[src/verilog/ioxe_pkg.sv]
package ioxe_pkg;
  // instruction word encodings
  localparam logic [9:0] OP_WR_DRIVE0   = 10'h228;
  localparam logic [9:0] OP_WR_DRIVE1   = 10'h229;
  localparam logic [9:0] OP_WR_DRIVE2   = 10'h22A;
  localparam logic [9:0] OP_WR_DRIVE3   = 10'h22B;
  localparam logic [9:0] OP_WR_AUX      = 10'h2A8;
  localparam logic [9:0] OP_WR_KEY0     = 10'h21B;
  localparam logic [9:0] OP_RD_KEY0     = 10'h256;
  localparam logic [9:0] OP_WR_KEY1     = 10'h214;
  localparam logic [9:0] OP_RD_KEY1     = 10'h259;
  localparam logic [9:0] OP_WR_KEY2     = 10'h215;
  localparam logic [9:0] OP_RD_KEY2     = 10'h25A;
  localparam logic [9:0] OP_WR_PULL0    = 10'h22D;
  localparam logic [9:0] OP_RD_PULL0    = 10'h257;
  localparam logic [9:0] OP_WR_PULL1    = 10'h22E;
  localparam logic [9:0] OP_RD_PULL1    = 10'h25E;
  localparam logic [9:0] OP_WR_PULL2    = 10'h22F;
  localparam logic [9:0] OP_RD_PULL2    = 10'h25F;
  localparam logic [9:0] OP_WR_KEYX     = 10'h20A;
  localparam logic [9:0] OP_RD_KEYX     = 10'h24A;
  localparam logic [9:0] OP_RD_SHIFT    = 10'h278;
  localparam logic [9:0] OP_WR_SHIFT    = 10'h238;
  localparam logic [9:0] OP_SER_START   = 10'h29E;
  localparam logic [9:0] OP_SER_TEST    = 10'h288;
  localparam logic [9:0] OP_RD_SERCTL   = 10'h242;
  localparam logic [9:0] OP_WR_SERCTL   = 10'h202;
  localparam logic [9:0] OP_RC_SELECT   = 10'h29B;
  localparam logic [9:0] OP_WR_CLKSRC   = 10'h209;
  localparam logic [9:0] OP_RD_CLKMODE  = 10'h252;
  localparam logic [9:0] OP_WR_CLKMODE  = 10'h216;
  // nibble register file slots
  localparam int         NUM_SLOTS      = 14;
  localparam logic [3:0] SLOT_AUX       = 4'h4;
  localparam logic [3:0] SLOT_KEY0      = 4'h5;
  localparam logic [3:0] SLOT_KEYX      = 4'h8;
  localparam logic [3:0] SLOT_PULL0     = 4'h9;
  localparam logic [3:0] SLOT_SERCTL    = 4'hC;
  localparam logic [3:0] SLOT_CLKMODE   = 4'hD;
  localparam logic [3:0] NIBBLE_RESET   = 4'h0;
  localparam int         SER_IRQ_BIT    = 3;
  // apb map
  localparam logic [7:0] ADDR_VIEW0     = 8'h00;
  localparam logic [7:0] ADDR_VIEW1     = 8'h04;
  localparam logic [7:0] ADDR_VIEW2     = 8'h08;
  localparam logic [7:0] ADDR_SHIFT     = 8'h0C;
  localparam logic [7:0] ADDR_BITDIV    = 8'h10;
  localparam logic [7:0] ADDR_IRQ_STAT  = 8'h14;
  localparam logic [7:0] ADDR_IRQ_MASK  = 8'h18;
  localparam logic [7:0] BITDIV_RESET   = 8'h04;
  localparam int         IRQ_BITS       = 2;
  localparam int         IRQ_SER_DONE   = 0;
  localparam int         IRQ_SKIP       = 1;
  localparam int         SER_BITS       = 8;
endpackage : ioxe_pkg

[src/verilog/ioxe_exec.sv]
// Added by the designer: the APB slave port and the address map.
`timescale 1ns/1ps
// Operation
// RULE1 - port drive write copies accumulator into the selected drive register
// RULE2 - wakeup write copies accumulator into the selected wakeup register
// RULE3 - wakeup read loads accumulator with the selected wakeup register
// RULE4 - each pull-up register is writable from and readable into accumulator
// RULE5 - shift read puts high nibble in B, low nibble in accumulator
// RULE6 - shift write loads high nibble from B, low nibble from accumulator
// RULE7 - serial start clears the done flag and launches a transfer
// RULE8 - completion test skips and clears flag when irq enable low, flag set
// RULE9 - completion test with serial irq enable set behaves as no-op
// RULE10 - serial control register readable and writable via accumulator
// RULE11 - oscillator select switches main clock to the internal rc source
// RULE12 - clock source write copies only accumulator bit zero
// RULE13 - clock mode register readable and writable via accumulator
// RULE14 - other transfers keep carry and never skip
// RULE15 - skipped instruction is fetched but has no effect
module ioxe_exec (
  input  wire logic        ref_clk_i,
  input  wire logic        rst_n_i,
  input  wire logic        psel_i,
  input  wire logic        penable_i,
  input  wire logic        pwrite_i,
  input  wire logic [7:0]  paddr_i,
  input  wire logic [31:0] pwdata_i,
  output logic [31:0]      prdata_o,
  output logic             pready_o,
  output logic             pslverr_o,
  input  wire logic        instr_valid_i,
  input  wire logic [9:0]  opcode_i,
  input  wire logic [3:0]  acc_i,
  input  wire logic [3:0]  breg_i,
  input  wire logic [3:0]  interrupt_ctl_two_i,
  output logic             acc_wr_o,
  output logic [3:0]       acc_data_o,
  output logic             breg_wr_o,
  output logic [3:0]       breg_data_o,
  output logic             skip_o,
  output logic [15:0]      port_drive_cfg_o,
  output logic [3:0]       port_output_cfg_aux_o,
  output logic [15:0]      key_wakeup_cfg_o,
  output logic [11:0]      pullup_cfg_o,
  output logic [3:0]       serial_ctl_o,
  output logic [3:0]       clock_mode_ctl_o,
  output logic             clock_source_ctl_o,
  output logic             rc_osc_sel_o,
  output logic             sclk_o,
  output logic             sout_o,
  input  wire logic        sin_i,
  output logic             irq_o
);
  import ioxe_pkg::*;

  logic [3:0] slot_reg [NUM_SLOTS];
  logic [3:0] slot_next [NUM_SLOTS];
  logic       clksrc_reg, clksrc_next, rcsel_reg, rcsel_next;
  logic       pend_reg, pend_next, done_flag_reg, done_flag_next;
  logic       accwr_reg, accwr_next, bwr_reg, bwr_next, skip_reg, skip_next;
  logic [3:0] accd_reg, accd_next, bd_reg, bd_next;
  logic       ser_load, ser_start, ser_busy, ser_done, sin_sync, take;
  logic [7:0] ser_shift;
  logic [3:0] sel;
  logic       sel_wr, sel_rd;

  ioxe_sync u_sin_sync (
    .ref_clk_i (ref_clk_i),
    .rst_n_i   (rst_n_i),
    .din_i     (sin_i),
    .dout_o    (sin_sync)
  );

  // apb state declared early, the serial engine reads the divider
  logic [7:0]          div_reg, div_next;
  logic [IRQ_BITS-1:0] stat_reg, stat_next, mask_reg, mask_next;
  logic [31:0]         rdata_reg, rdata_next;
  logic                err_reg, err_next;

  ioxe_serial #(
    .BITS (SER_BITS)
  ) u_serial (
    .ref_clk_i   (ref_clk_i),
    .rst_n_i     (rst_n_i),
    .load_i      (ser_load),
    .load_data_i ({breg_i, acc_i}),
    .start_i     (ser_start),
    .div_i       (div_reg),
    .sin_i       (sin_sync),
    .shift_o     (ser_shift),
    .busy_o      (ser_busy),
    .done_o      (ser_done),
    .sclk_o      (sclk_o),
    .sout_o      (sout_o)
  );

  // an instruction counts unless a pending skip swallows it
  assign take = instr_valid_i && !pend_reg; // [RULE15]

  // map plain nibble transfers onto a slot index
  always_comb begin
    sel    = 4'h0;
    sel_wr = 1'b0;
    sel_rd = 1'b0;
    unique case (opcode_i)
      OP_WR_DRIVE0:  begin sel = 4'h0;        sel_wr = 1'b1; end // [RULE1]
      OP_WR_DRIVE1:  begin sel = 4'h1;        sel_wr = 1'b1; end // [RULE1]
      OP_WR_DRIVE2:  begin sel = 4'h2;        sel_wr = 1'b1; end // [RULE1]
      OP_WR_DRIVE3:  begin sel = 4'h3;        sel_wr = 1'b1; end // [RULE1]
      OP_WR_AUX:     begin sel = SLOT_AUX;    sel_wr = 1'b1; end // [RULE1]
      OP_WR_KEY0:    begin sel = SLOT_KEY0;   sel_wr = 1'b1; end // [RULE2]
      OP_WR_KEY1:    begin sel = 4'h6;        sel_wr = 1'b1; end // [RULE2]
      OP_WR_KEY2:    begin sel = 4'h7;        sel_wr = 1'b1; end // [RULE2]
      OP_WR_KEYX:    begin sel = SLOT_KEYX;   sel_wr = 1'b1; end // [RULE2]
      OP_RD_KEY0:    begin sel = SLOT_KEY0;   sel_rd = 1'b1; end // [RULE3]
      OP_RD_KEY1:    begin sel = 4'h6;        sel_rd = 1'b1; end // [RULE3]
      OP_RD_KEY2:    begin sel = 4'h7;        sel_rd = 1'b1; end // [RULE3]
      OP_RD_KEYX:    begin sel = SLOT_KEYX;   sel_rd = 1'b1; end // [RULE3]
      OP_WR_PULL0:   begin sel = SLOT_PULL0;  sel_wr = 1'b1; end // [RULE4]
      OP_WR_PULL1:   begin sel = 4'hA;        sel_wr = 1'b1; end // [RULE4]
      OP_WR_PULL2:   begin sel = 4'hB;        sel_wr = 1'b1; end // [RULE4]
      OP_RD_PULL0:   begin sel = SLOT_PULL0;  sel_rd = 1'b1; end // [RULE4]
      OP_RD_PULL1:   begin sel = 4'hA;        sel_rd = 1'b1; end // [RULE4]
      OP_RD_PULL2:   begin sel = 4'hB;        sel_rd = 1'b1; end // [RULE4]
      OP_WR_SERCTL:  begin sel = SLOT_SERCTL; sel_wr = 1'b1; end // [RULE10]
      OP_RD_SERCTL:  begin sel = SLOT_SERCTL; sel_rd = 1'b1; end // [RULE10]
      OP_WR_CLKMODE: begin sel = SLOT_CLKMODE; sel_wr = 1'b1; end // [RULE13]
      OP_RD_CLKMODE: begin sel = SLOT_CLKMODE; sel_rd = 1'b1; end // [RULE13]
      default:       begin sel = 4'h0; end
    endcase
  end

  assign ser_load  = take && (opcode_i == OP_WR_SHIFT);  // [RULE6]
  assign ser_start = take && (opcode_i == OP_SER_START); // [RULE7]

  // execution: results are registered, so they appear one cycle later
  always_comb begin
    for (int i = 0; i < NUM_SLOTS; i++) begin
      slot_next[i] = slot_reg[i];
    end
    clksrc_next    = clksrc_reg;
    rcsel_next     = rcsel_reg;
    pend_next      = pend_reg;
    done_flag_next = done_flag_reg;
    accwr_next     = 1'b0;
    accd_next      = accd_reg;
    bwr_next       = 1'b0;
    bd_next        = bd_reg;
    skip_next      = 1'b0;
    if (instr_valid_i && pend_reg) begin
      pend_next = 1'b0; // [RULE15]
    end
    if (take) begin
      if (sel_wr) begin
        slot_next[sel] = acc_i; // [RULE1] [RULE2] [RULE4] [RULE10] [RULE13]
      end
      if (sel_rd) begin
        accwr_next = 1'b1; // [RULE3] [RULE4] [RULE10] [RULE13]
        accd_next  = slot_reg[sel];
      end
      unique case (opcode_i)
        OP_RD_SHIFT: begin
          accwr_next = 1'b1; // [RULE5]
          accd_next  = ser_shift[3:0];
          bwr_next   = 1'b1;
          bd_next    = ser_shift[7:4];
        end
        OP_SER_START: begin
          done_flag_next = 1'b0; // [RULE7]
        end
        OP_SER_TEST: begin
          // with the serial irq enabled the flag belongs to the irq path
          if (!interrupt_ctl_two_i[SER_IRQ_BIT] && done_flag_reg) begin // [RULE8] [RULE9]
            done_flag_next = 1'b0;
            pend_next      = 1'b1;
            skip_next      = 1'b1;
          end
        end
        OP_RC_SELECT: rcsel_next  = 1'b1;     // [RULE11]
        OP_WR_CLKSRC: clksrc_next = acc_i[0]; // [RULE12]
        default: begin
          // other transfers never touch skip or carry [RULE14]
        end
      endcase
    end
    // completion wins over a same-cycle clear
    if (ser_done) begin
      done_flag_next = 1'b1;
    end
  end

  always_ff @(posedge ref_clk_i or negedge rst_n_i) begin
    if (!rst_n_i) begin
      for (int i = 0; i < NUM_SLOTS; i++) begin
        slot_reg[i] <= NIBBLE_RESET;
      end
      clksrc_reg    <= 1'b0;
      rcsel_reg     <= 1'b0;
      pend_reg      <= 1'b0;
      done_flag_reg <= 1'b0;
      accwr_reg     <= 1'b0;
      accd_reg      <= 4'h0;
      bwr_reg       <= 1'b0;
      bd_reg        <= 4'h0;
      skip_reg      <= 1'b0;
    end else begin
      for (int i = 0; i < NUM_SLOTS; i++) begin
        slot_reg[i] <= slot_next[i];
      end
      clksrc_reg    <= clksrc_next;
      rcsel_reg     <= rcsel_next;
      pend_reg      <= pend_next;
      done_flag_reg <= done_flag_next;
      accwr_reg     <= accwr_next;
      accd_reg      <= accd_next;
      bwr_reg       <= bwr_next;
      bd_reg        <= bd_next;
      skip_reg      <= skip_next;
    end
  end

  // apb slave: zero wait states, error on unmapped words
  logic apb_acc, apb_wr, apb_rd;
  assign apb_acc = psel_i && penable_i;
  assign apb_wr  = apb_acc && pwrite_i;
  assign apb_rd  = apb_acc && !pwrite_i;

  always_comb begin
    div_next   = div_reg;
    mask_next  = mask_reg;
    stat_next  = stat_reg;
    rdata_next = 32'h0000_0000;
    err_next   = 1'b0;
    if (psel_i && !penable_i) begin
      unique case (paddr_i)
        ADDR_VIEW0:    rdata_next = {16'h0000, slot_reg[3], slot_reg[2], slot_reg[1],
                                     slot_reg[0]};
        ADDR_VIEW1:    rdata_next = {12'h000, slot_reg[8], slot_reg[7], slot_reg[6],
                                     slot_reg[5], slot_reg[4]};
        ADDR_VIEW2:    rdata_next = {10'h000, rcsel_reg, clksrc_reg, slot_reg[13],
                                     slot_reg[12], slot_reg[11], slot_reg[10], slot_reg[9]};
        ADDR_SHIFT:    rdata_next = {22'h00_0000, ser_busy, done_flag_reg, ser_shift};
        ADDR_BITDIV:   rdata_next = {24'h00_0000, div_reg};
        ADDR_IRQ_STAT: rdata_next = {30'h0000_0000, stat_reg};
        ADDR_IRQ_MASK: rdata_next = {30'h0000_0000, mask_reg};
        default:       err_next   = 1'b1;
      endcase
    end else if (apb_acc) begin
      rdata_next = rdata_reg;
      err_next   = err_reg;
    end
    if (apb_wr && paddr_i == ADDR_BITDIV) begin
      div_next = pwdata_i[7:0];
    end
    if (apb_wr && paddr_i == ADDR_IRQ_MASK) begin
      mask_next = pwdata_i[IRQ_BITS-1:0];
    end
    if (apb_rd && paddr_i == ADDR_IRQ_STAT) begin
      stat_next = '0;
    end
    // events set after the read clear so none in the access cycle is lost; one in the setup cycle is cleared unread
    if (ser_done) begin
      stat_next[IRQ_SER_DONE] = 1'b1;
    end
    if (skip_next) begin
      stat_next[IRQ_SKIP] = 1'b1;
    end
  end

  always_ff @(posedge ref_clk_i or negedge rst_n_i) begin
    if (!rst_n_i) begin
      div_reg   <= BITDIV_RESET;
      mask_reg  <= '0;
      stat_reg  <= '0;
      rdata_reg <= 32'h0000_0000;
      err_reg   <= 1'b0;
    end else begin
      div_reg   <= div_next;
      mask_reg  <= mask_next;
      stat_reg  <= stat_next;
      rdata_reg <= rdata_next;
      err_reg   <= err_next;
    end
  end

  assign prdata_o  = rdata_reg;
  assign pready_o  = 1'b1;
  assign pslverr_o = apb_acc && err_reg;
  assign irq_o     = |(stat_reg & mask_reg);

  assign acc_wr_o              = accwr_reg;
  assign acc_data_o            = accd_reg;
  assign breg_wr_o             = bwr_reg;
  assign breg_data_o           = bd_reg;
  assign skip_o                = skip_reg;
  assign port_drive_cfg_o      = {slot_reg[3], slot_reg[2], slot_reg[1], slot_reg[0]};
  assign port_output_cfg_aux_o = slot_reg[SLOT_AUX];
  assign key_wakeup_cfg_o      = {slot_reg[8], slot_reg[7], slot_reg[6], slot_reg[5]};
  assign pullup_cfg_o          = {slot_reg[11], slot_reg[10], slot_reg[9]};
  assign serial_ctl_o          = slot_reg[SLOT_SERCTL];
  assign clock_mode_ctl_o      = slot_reg[SLOT_CLKMODE];
  assign clock_source_ctl_o    = clksrc_reg;
  assign rc_osc_sel_o          = rcsel_reg;
endmodule : ioxe_exec

[src/verilog/ioxe_sync.sv]
`timescale 1ns/1ps
module ioxe_sync (
  input  wire logic ref_clk_i,
  input  wire logic rst_n_i,
  input  wire logic din_i,
  output logic      dout_o
);
  logic s1_reg, s2_reg, s3_reg, out_reg, out_next;

  // accept a new level only once two late stages agree
  always_comb begin
    out_next = (s2_reg == s3_reg) ? s3_reg : out_reg;
  end

  always_ff @(posedge ref_clk_i or negedge rst_n_i) begin
    if (!rst_n_i) begin
      s1_reg  <= 1'b1;
      s2_reg  <= 1'b1;
      s3_reg  <= 1'b1;
      out_reg <= 1'b1;
    end else begin
      s1_reg  <= din_i;
      s2_reg  <= s1_reg;
      s3_reg  <= s2_reg;
      out_reg <= out_next;
    end
  end

  assign dout_o = out_reg;
endmodule : ioxe_sync

[src/verilog/ioxe_serial.sv]
`timescale 1ns/1ps
module ioxe_serial
  import ioxe_pkg::*;
#(
  parameter int BITS = ioxe_pkg::SER_BITS
) (
  input  wire logic            ref_clk_i,
  input  wire logic            rst_n_i,
  input  wire logic            load_i,
  input  wire logic [BITS-1:0] load_data_i,
  input  wire logic            start_i,
  input  wire logic [7:0]      div_i,
  input  wire logic            sin_i,
  output logic [BITS-1:0]      shift_o,
  output logic                 busy_o,
  output logic                 done_o,
  output logic                 sclk_o,
  output logic                 sout_o
);
  logic [BITS-1:0] shift_reg, shift_next;
  logic [7:0]      cnt_reg, cnt_next;
  logic [3:0]      bit_reg, bit_next;
  logic            busy_reg, busy_next, sclk_reg, sclk_next, done_reg, done_next;

  // half-period timer toggles the clock; msb goes out, sample lands in lsb
  always_comb begin
    shift_next = shift_reg;
    cnt_next   = cnt_reg;
    bit_next   = bit_reg;
    busy_next  = busy_reg;
    sclk_next  = sclk_reg;
    done_next  = 1'b0;
    if (start_i) begin
      busy_next = 1'b1;
      cnt_next  = 8'h00;
      bit_next  = 4'h0;
      sclk_next = 1'b1;
    end else if (busy_reg) begin
      if (cnt_reg >= div_i) begin
        cnt_next  = 8'h00;
        sclk_next = ~sclk_reg;
        if (!sclk_reg) begin
          // rising edge: capture and count the bit
          shift_next = {shift_reg[BITS-2:0], sin_i};
          bit_next   = bit_reg + 4'h1;
          if (bit_reg == 4'(BITS - 1)) begin
            busy_next = 1'b0;
            done_next = 1'b1;
          end
        end
      end else begin
        cnt_next = cnt_reg + 8'h01;
      end
    end
    // a load during a transfer corrupts it; software must wait
    if (load_i) begin
      shift_next = load_data_i;
    end
  end

  always_ff @(posedge ref_clk_i or negedge rst_n_i) begin
    if (!rst_n_i) begin
      shift_reg <= '0;
      cnt_reg   <= 8'h00;
      bit_reg   <= 4'h0;
      busy_reg  <= 1'b0;
      sclk_reg  <= 1'b1;
      done_reg  <= 1'b0;
    end else begin
      shift_reg <= shift_next;
      cnt_reg   <= cnt_next;
      bit_reg   <= bit_next;
      busy_reg  <= busy_next;
      sclk_reg  <= sclk_next;
      done_reg  <= done_next;
    end
  end

  assign shift_o = shift_reg;
  assign busy_o  = busy_reg;
  assign done_o  = done_reg;
  assign sclk_o  = sclk_reg;
  assign sout_o  = shift_reg[BITS-1];
endmodule : ioxe_serial

[config.mk]
export PLATFORM = sky130hd
export DESIGN_NAME = ioxe_exec
export DESIGN_NICKNAME = d
export VERILOG_FILES = /design/src/verilog/ioxe_pkg.sv /design/src/verilog/ioxe_exec.sv /design/src/verilog/ioxe_sync.sv /design/src/verilog/ioxe_serial.sv
export SDC_FILE = /design/constraint.sdc
export NUM_CORES = 1
export LEC_CHECK = 0
export BUFFER_PORTS_ARGS = -buffer_cell sky130_fd_sc_hd__buf_2
export CORE_ASPECT_RATIO = 1.4
export CORE_MARGIN = 1
export CORE_UTILIZATION = 30
export DETAILED_ROUTE_END_ITERATION = 10
export PLACE_DENSITY = 0.64
export SYNTH_ARGS = -nofsm -noshare
export SYNTH_HDL_FRONTEND = slang
export SYNTH_SLANG_ARGS = --single-unit
[constraint.sdc]
create_clock -name ref_clk_i -period 2.5 [get_ports ref_clk_i]
set_input_delay 0.125 -clock ref_clk_i [delete_from_list [all_inputs] [get_ports ref_clk_i]]
set_output_delay 0.125 -clock ref_clk_i [all_outputs]
set_load 0.03 [all_outputs]
==> flow_summary.ini, run 1 <==
[drt]
drt_wl_total_microns = 21700
routedLengthMet1_microns = 8580
detailroute.wirelength.met2_microns = 11200
detail_route.iter0.violations = 537
post_drt_wl_per_cell_microns = 19.0
routed.top_layer = met4
detailroute.wirelength.met3_microns = 1270
routed_via_density = 5.11
detailedRoute.firstPassIterationCount = 6
vias = 5829
detail_route.drc_violations = 0
antenna_violating_nets_post_route = 0

[yosys]
post-synth-top-area-cell = dfrtp_1
yosys.cell_types.count = 82
synthFlopType = dfrtp_1
synthesis.yosys.warnings = 0
asyncSetResetFlopFracSynth_pct = 100
synth.avg_cell_area_sq_um = 11.1
synth-seq-area-share_pct = 47.9
synth_area_leaders = dfrtp_1 46%, mux2_2 11%, nand2_1 2.8%
postSynthCellCount = 629
ys_ff_latch = 133
netlist.area_leader.share_pct = 45.7
syn_area_sq_um = 6960
synth_edf_count = 0

[global_routing]
grt.overflow.total = 0
grt_start_max_net_pins = 65
grt_pass1_vias = 5851
antenna_found_initial = 0
global_route_wire_length_before_repair_microns = 33400
groute.usage.overall_pct = 18.9

[placement]
numPortBuffers = 136
detailed_place.area_sq_um = 8350
detailed_place_hpwl_microns = 16600
gp_routability_congestion = 0.894

[final_layout]
finalInstanceArea_sq_um = 9060
largest_register_ff_count = 22
layout_common_cells = 135 x buf_2, 127 x dfrtp_1, 65 x mux2_2
layout.cells.most_common = buf_2
n_antenna_cell = 0
nets = 906
post_route_cells_drive_above_1_share_pct = 39.5
fill_cell_total_of_the_finished_layout = 2265
area.growth.synth_to_final_pct = 30.2
layout.core_utilization_pct = 40.1

[timing]
max_clock_freq_ghz = 0.428
slew-limit-headroom_pct = 58.9
period_minus_slack_ns = 2.34
final-hold-violation-count = 0
timing.final.crit_share_pct = 93.5
unrepaired_setup_endpoints_after_global_routing = false
worst_clock_skew_ns = 0.0103
report.final.slew_viol_count = 0
worst_slew_pin_slew_ns = 0.616
setup_viol = 0

[run]
max-cap-violations = 0

[floorplan]
floorplan.die_area_sq_um = 23800
die_w_microns = 131
initial_utilization_pct = 30.8
floorplan.die.height_microns = 182
ios = 175
core_area_sq_um = 22600
rows = 65

[power_and_ir_drop]
p_sw_uw = 1740
pwr-share-clk_pct = 43.0
p_leak_uw = 0.00446
cell_internal_pwr_uw = 4050
power.density_cell_area_nw_per_um2 = 639
sw_frac_of_total_pct = 30.0
power.share.sequential_pct = 43.6
max-vdd-ir-drop_v = 0.000515
power_frac_comb_pct = 13.4

[clock_tree]
tritoncts = done
cts_max_level = 4
clock_latency_ns = 0.43
cts-buffers-inserted = 17
cts_root_buf = clkbuf_16
numClockSinks = 133
cts.clk_slew.worst_paths_ns = 0.06
clk_path_buf_depth = 2

[critical_path]
critical_path_arrival_ns = 2.64
crit_path_cell_trace = ha_1 > nand2b_1 > a21o_1 > a21oi_1 > o211a_1 > a2111oi_2 > o21ai_2 > a221o_1
capturing_element_type_of_the_critical_path = register
timing_worst_setup_path_type = register to register
crit_fanout = 7
biggest_cell_delay_along_the_critical_path_ns = 0.48
data_required_time_at_the_worst_endpoint_ns = 2.80
slowest_stage = a2111oi_2
crit_path_start_kind = register

[status]
status = finished clean

[hold_path]
holdCritPathClass = input port to register
cells in the mapped netlist, types with 13 or more instances:
master / instances
a21oi_1: 21
a22oi_1: 14
buf_4: 15
clkbuf_1: 14
dfrtp_1: 127
inv_1: 16
mux2_2: 65
mux2i_1: 15
nand2_1: 51
nand3_1: 13
nor2_1: 35
o21ai_0: 19
per-layer routing:
layer,up-vias,track usage [%]
met1,2854,21.8
met5,-,0
met2,213,33.4
met4,0,7.17
met3,42,4.46
li1,2720,-
final cells by class:
type                       count  area [sq um]  area share, %
timing repair buffer         206          1290           14.2
tap                          301           377           4.16
sequential                   133          3340           36.8
multi-input combinational    453          3410           37.6
clock buffer                  17           425           4.70
inverter                      16          60.1          0.663
clock inverter                15           161           1.78
critical path: cells and delay by family, from the launching register on:
family	cells	cell delay (ns)
and+or+nand+nor	1	0.09
DFF	1	0.42
AOI/OAI and AO/OA	6	1.41
adders and majority gates	1	0.29
timing repair:
action                                  CTS  global route
endpoints found under the setup margin    0             7
setup buffers                             0             0
hold endpoints to repair                 67             0
hold buffers                             11             0
gates resized for setup                   0             2
cell families (layout without fill, tap and decap cells):
logic type / after synthesis / after routing / synth area share [%]
fa+ha+maj: 11 / 11 / 1.94
compound gates: 137 / 137 / 15.1
xor+xnor: 12 / 12 / 1.51
other cells: 2 / 11 / 0.108
buf+inv: 52 / 254 / 3.92
flops: 133 / 133 / 47.9
mux: 85 / 85 / 13.6
simple gates: 197 / 197 / 15.8
through the flow:
step / hold slack [ns] / worst slack (ns) / total power, uW / std cells / TNS (ns)
after floorplan: -0.171 / 0.00249 / 2970 / 638 / 0
after global placement: 0.156 / -0.0712 / 3300 / 1098 / -1.18
after detailed placement: 0.158 / -0.0695 / 3320 / 1098 / -1.51
after CTS: 0.00439 / 0.00421 / 5830 / 1141 / 0
after global routing: 0.0232 / 0.0218 / 6020 / 1141 / 0
final: 0.0174 / 0.162 / 5790 / 1141 / 0
path summary, 6_finish.rpt:
| kind | cells after the start | from | endpoint | slack, ns |
|---|---|---|---|---|
| setup reg to reg | 8 | div_reg[0]$_DFFE_PN0P_ | u_serial.shift_o[1]$_DFFE_PN0P_ | 0.16 |
| min in group asynchronous | 2 | rst_n_i | err_reg$_DFFE_PN0P_ | 0.23 |
| max in group asynchronous | 3 | rst_n_i | prdata_o[16]$_DFFE_PN0P_ | 1.45 |
| setup / recovery | 8 | div_reg[0]$_DFFE_PN0P_ | u_serial.shift_o[1]$_DFFE_PN0P_ | 0.16 |
| hold / removal | 3 | psel_i | err_reg$_DFFE_PN0P_ | 0.02 |
| hold reg to reg | 0 | u_sin_sync.s1_reg$_DFF_PN1_ | u_sin_sync.s2_reg$_DFF_PN1_ | 0.36 |
power by group through the flow:
stage          Sequential, uW  Clock (uW)  Combinational (uW)
5_1_grt                  2540        2620                 854
6_report                 2530        2490                 775
2_1_floorplan            2540           0                 428
3_3_place_gp             2560           0                 746
3_5_place_dp             2560           0                 757
4_1_cts                  2520        2530                 772
Power figures use the tool's default switching activity.
==> run 2, diff against run 1 <==
CTS_CLUSTER_DIAMETER = 40   (was unset)
TNS_END_PERCENT = 100   (was unset)
clock period = 2.1 ns   (was 2.5 ns; I/O delays follow)
==> flow_summary.ini, run 2 (same netlist as run 1, synthesis figures left out) <==
[timing]
worst_slew_pin_slew_ns = 0.569
slew-limit-headroom_pct = 61.9
final-hold-violation-count = 0
period_minus_slack_ns = 2.21
timing.final.crit_share_pct = 105
timing.hold.ws_ns = 0.00802
setup_viol = 20
max_clock_freq_ghz = 0.452
finalWorstSetupSlack_ns = -0.111
unrepaired_setup_endpoints_after_global_routing = true
report.final.slew_viol_count = 0
worst_clock_skew_ns = 0.00786

[clock_tree]
cts-buffers-inserted = 17
clk_path_buf_depth = 2
cts.clk_slew.worst_paths_ns = 0.06
clock_latency_ns = 0.43
cts_root_buf = clkbuf_16
tritoncts = done
numClockSinks = 133
cts_max_level = 4

[critical_path]
worstSetupStartpoint = div_reg[0]$_DFFE_PN0P_
r2r-start = div_reg[0]$_DFFE_PN0P_
timing_worst_setup_path_type = register to register
capturing_element_type_of_the_critical_path = register
crit_fanout = 5
critical_path_arrival_ns = 2.53
data_required_time_at_the_worst_endpoint_ns = 2.41
r2r_slack_ns = -0.11
worst_r2r_path_depth = 10
crit_path_start_kind = register
cp-endpoint = u_serial.bit_reg[3]$_DFFE_PN0P_
worstReg2RegEnd = u_serial.bit_reg[3]$_DFFE_PN0P_

[final_layout]
area.growth.synth_to_final_pct = 44.3
layout.cells.most_common = buf_2
n_antenna_cell = 0
nets = 975
finalInstanceArea_sq_um = 10000
largest_register_ff_count = 22
layout_common_cells = 131 x buf_2, 127 x dfrtp_1, 115 x buf_4
fill_cell_total_of_the_finished_layout = 2163
post_route_cells_drive_above_1_share_pct = 48.4

[power_and_ir_drop]
p_sw_uw = 2080
max-vdd-ir-drop_v = 0.000646
sw_frac_of_total_pct = 28.6
p_leak_uw = 0.00490
cell_internal_pwr_uw = 5190
pwr-share-clk_pct = 43.1
power.density_cell_area_nw_per_um2 = 724
power.share.sequential_pct = 41.3
power_frac_comb_pct = 15.6

[floorplan]
floorplan.die_area_sq_um = 23800
ios = 175
initial_utilization_pct = 30.8
core_area_sq_um = 22600
rows = 65
floorplan.die.height_microns = 182
die_w_microns = 131

[drt]
detailedRoute.firstPassIterationCount = 5
post_drt_wl_per_cell_microns = 19.5
antenna_violating_nets_post_route = 0
vias = 6215
detail_route.drc_violations = 0
detail_route.iter0.violations = 417
routed_via_density = 5.14
drt_wl_total_microns = 23600

[global_routing]
grt.overflow.total = 0
global_route_wire_length_before_repair_microns = 35400
groute.usage.overall_pct = 20.1
antenna_found_initial = 0
grt_start_max_net_pins = 52
grt_pass1_vias = 6151

[placement]
place_ws_ns = -0.575
detailed_place.area_sq_um = 8800
numPortBuffers = 136
gp_routability_congestion = 0.871
detailed_place_hpwl_microns = 17700

[run]
max-cap-violations = 0

[hold_path]
holdCritPathClass = input port to register
worstHoldPathCells = 3

[status]
violations_in_the_final_reports = setup timing
status = complete, but fails checks
-- run 2: changes by cell type in the layout (fill, tap and decap cells not counted), sizes merged --
| cell | change |
|---|---|
| buf | +65 |
| clkbuf | +3 |
| dlygate4sd3 | +3 |
| inv | -3 |
| bufinv | +2 |
| clkinvlp | -2 |
| a211oi | +1 |
-- run 2: layer usage --
metal / track usage [%] / vias to the layer above / part of all wire, %
met2: 35.4 / 207 / 53
met3: 3.93 / 48 / 4.8
met5: 0 / - / 0
met1: 22.8 / 3099 / 38
met4: 9.56 / 0 / 4.2
li1: - / 2861 / -
-- run 2: power by group through the flow --
stage                     logic (uW)  registers [uW]  clock network (uW)
after CTS                       1060            3000                3180
after global routing            1230            3030                3290
final                           1130            3000                3130
after detailed placement        1020            3040                   0
after floorplan                  538            3030                   0
after global placement          1000            3040                   0
-- run 2: cell type report --
| cell class | instances | area [sq um] | area share [%] |
|---|---|---|---|
| Clock buffer | 20 | 447 | 4.45 |
| Clock inverter | 12 | 169 | 1.68 |
| Inverter | 16 | 60.1 | 0.598 |
| Tap cell | 301 | 377 | 3.75 |
| Timing Repair Buffer | 274 | 1860 | 18.6 |
| Multi-Input combinational cell | 454 | 3780 | 37.7 |
| Sequential cell | 133 | 3340 | 33.2 |
-- run 2: what timing repair did --
action	CTS	global route
setup endpoints to repair	45	69
buffers inserted	9	12
pin swaps	12	13
endpoints found under the hold margin	53	0
gates resized for setup	16	53
hold buffers	14	0
cloned	0	1
-- run 2: worst min-delay path by stage --
stage / start / end
6_report: breg_i[3] / u_serial.shift_o[7]$_DFFE_PN0P_
5_1_grt: breg_i[0] / u_serial.shift_o[4]$_DFFE_PN0P_
4_1_cts: breg_i[3] / u_serial.shift_o[7]$_DFFE_PN0P_
3_5_place_dp: rst_n_i / mask_reg[0]$_DFFE_PN0P_
3_3_place_gp: rst_n_i / err_reg$_DFFE_PN0P_
2_1_floorplan: rst_n_i / acc_data_o[0]$_DFFE_PN0P_
-- run 2: worst max-delay path, stage by stage (launching register included) --
cell and delay (ns):
dfrtp_1 0.39, ha_1 0.28, nand2b_4 0.11, a21o_1 0.13, a21oi_2 0.06, o211a_4 0.25
a2111oi_4 0.38, buf_4 0.21, nand4_1 0.09, xor2_1 0.15, nor2_1 0.06
-- run 2: through the flow --
step	total power, uW	utilization (%)	std cells	setup TNS, ns
after floorplan	3570	-	638	-1.02
after global placement	4040	38.9	1144	-28.59
after detailed placement	4060	38.9	1144	-27.42
after CTS	7240	42.9	1198	-1.22
after global routing	7550	44.4	1210	-3.81
final	7270	44.4	1210	-1.38
==> run 3, diff against run 2 <==
SETUP_SLACK_MARGIN = 0.5   (was unset)
==> flow_summary.ini, run 3 (same netlist as run 1, synthesis figures left out) <==
[status]
status = complete, but fails checks
violations_in_the_final_reports = setup timing

[final_layout]
finalInstanceArea_sq_um = 10600
layout.cells.most_common = buf_2
layout_common_cells = 129 x buf_2, 127 x dfrtp_1, 100 x buf_4
fill_cell_total_of_the_finished_layout = 2105
area.growth.synth_to_final_pct = 51.9
nets = 978
largest_register_ff_count = 22
seq_area_sq_um = 3340
n_antenna_cell = 0
layout.core_utilization_pct = 46.8
post_route_cells_drive_above_1_share_pct = 52.6
multiInputGateArea_sq_um = 4210

[clock_tree]
cts.clk_slew.worst_paths_ns = 0.06
cts_max_level = 4
clock_latency_ns = 0.42
tritoncts = done
numClockSinks = 133
clk_path_buf_depth = 2
cts-buffers-inserted = 17
cts_root_buf = clkbuf_16

[critical_path]
critical_path.n_buffers_inverters = 1
critical_path_arrival_ns = 2.54
crit_path_start_kind = register
path_delay_family = compound AO/OA/AOI/OAI gates
biggest_cell_delay_along_the_critical_path_ns = 0.40
crit_fanout = 7
crit_path_cell_trace = inv_1 > ha_1 > nand2b_1 > a21o_1 > a21oi_2 > o211a_1 > a2111oi_4 > o21ai_2 > a221o_1
r2r-start = u_serial.cnt_reg[0]$_DFFE_PN0N_
capturing_element_type_of_the_critical_path = register
data_required_time_at_the_worst_endpoint_ns = 2.39
slowest_stage = a2111oi_4
r2r_slack_ns = -0.15
timing_worst_setup_path_type = register to register
worstReg2RegEnd = u_serial.shift_o[5]$_DFFE_PN0P_
worst_r2r_path_depth = 9

[power_and_ir_drop]
post-layout-total-power_uw = 7110
power.share.sequential_pct = 42.2
p_leak_uw = 0.00507
max-vdd-ir-drop_v = 0.000589
cell_internal_pwr_uw = 5040
power_frac_comb_pct = 17.4
power.density_cell_area_nw_per_um2 = 672
pwr-share-clk_pct = 40.4
p_sw_uw = 2070
sw_frac_of_total_pct = 29.1

[timing]
worst_clock_skew_ns = 0.00998
totalNegativeSetupSlack_ns = -1.16
slew-limit-headroom_pct = 61.5
unrepaired_setup_endpoints_after_global_routing = true
worst_slew_pin_slew_ns = 0.578
setup_viol = 12
period_minus_slack_ns = 2.25
report.final.slew_viol_count = 0
finalWorstSetupSlack_ns = -0.152
max_clock_freq_ghz = 0.444
final-hold-violation-count = 0
timing.final.crit_share_pct = 107

[floorplan]
ios = 175
floorplan.die.height_microns = 182
die_w_microns = 131
initial_utilization_pct = 30.8
core_area_sq_um = 22600
rows = 65
floorplan.die_area_sq_um = 23800

[drt]
antenna_violating_nets_post_route = 0
vias = 6281
routed_via_density = 5.19
detailedRoute.firstPassIterationCount = 5
drt_wl_total_microns = 23700
post_drt_wl_per_cell_microns = 19.6
detail_route.iter0.violations = 405
detail_route.drc_violations = 0

[global_routing]
antenna_found_initial = 0
groute.usage.overall_pct = 20.4
global_route_wire_length_before_repair_microns = 36300
grt.overflow.total = 0
grt_start_max_net_pins = 59
grt_pass1_vias = 6309

[hold_path]
worstHoldStart = breg_i[3]
worstHoldPathCells = 3
min_to = u_serial.shift_o[7]$_DFFE_PN0P_
holdCritPathClass = input port to register

[placement]
detailed_place_hpwl_microns = 17500
numPortBuffers = 136
gp_routability_congestion = 0.873
detailed_place.area_sq_um = 8990

[run]
max-cap-violations = 0
## run 3: how the worst max path moves through the flow
stage / from / to / depth (start not counted)
2_1_floorplan: u_serial.cnt_reg[0]$_DFFE_PN0N_ / u_serial.shift_o[3]$_DFFE_PN0P_ / 9
3_3_place_gp: opcode_i[3] / acc_data_o[1]$_DFFE_PN0P_ / 9
3_5_place_dp: opcode_i[7] / serial_ctl_o[0]$_DFFE_PN0P_ / 9
4_1_cts: u_serial.cnt_reg[0]$_DFFE_PN0N_ / u_serial.shift_o[5]$_DFFE_PN0P_ / 9
5_1_grt: u_serial.cnt_reg[0]$_DFFE_PN0N_ / u_serial.shift_o[5]$_DFFE_PN0P_ / 9
6_report: u_serial.cnt_reg[0]$_DFFE_PN0N_ / u_serial.shift_o[5]$_DFFE_PN0P_ / 9
## run 3: routing by layer
| layer | global-route usage (%) | wire length (microns) | vias to the layer above |
|---|---|---|---|
| met2 | 35.5 | 12400 | 238 |
| met3 | 4.10 | 1180 | 64 |
| met5 | 0 | 0 | - |
| li1 | - | - | 2852 |
| met1 | 23.3 | 9010 | 3127 |
| met4 | 10.3 | 1050 | 0 |
## run 3: worst min-delay path: cells and delay by family
kind	cells	cell delay, ns
simple gates	1	0.11
compound gates	1	0.09
buf+inv	1	0.10
## run 3: power by group through the flow
stage	sequential (uW)	clock [uW]	combinational [uW]
CTS	3000	2930	1160
global route	3020	3030	1330
detailed placement	3040	0	1020
floorplan	3030	0	548
global placement	3040	0	1010
finish	3000	2870	1240
## run 3: layout make-up
cell class,instances,area share [%]
tap,301,3.56
clock inverter,12,1.23
multi-input combinational,453,39.9
clock buffer,18,4.06
inverter,16,0.568
sequential,133,31.6
timing repair buffer,278,19.2
## run 3: through the flow
stage | setup WS [ns] | hold slack (ns) | cells
after global routing | -0.236 | 0.0365 | 1211
final | -0.152 | 0.0211 | 1211
after detailed placement | -0.473 | 0.123 | 1139
after floorplan | -0.100 | -0.191 | 638
after global placement | -0.462 | 0.114 | 1139
after CTS | -0.137 | 0.00520 | 1196
## run 3: timing repair
item                                    4_1_cts  5_1_grt
pin swaps                                    40       29
cloned                                        1        0
endpoints found under the hold margin        70        0
hold buffers                                 13        0
setup buffers                                13       15
gates resized for setup                     111       47
endpoints found under the setup margin       84      100
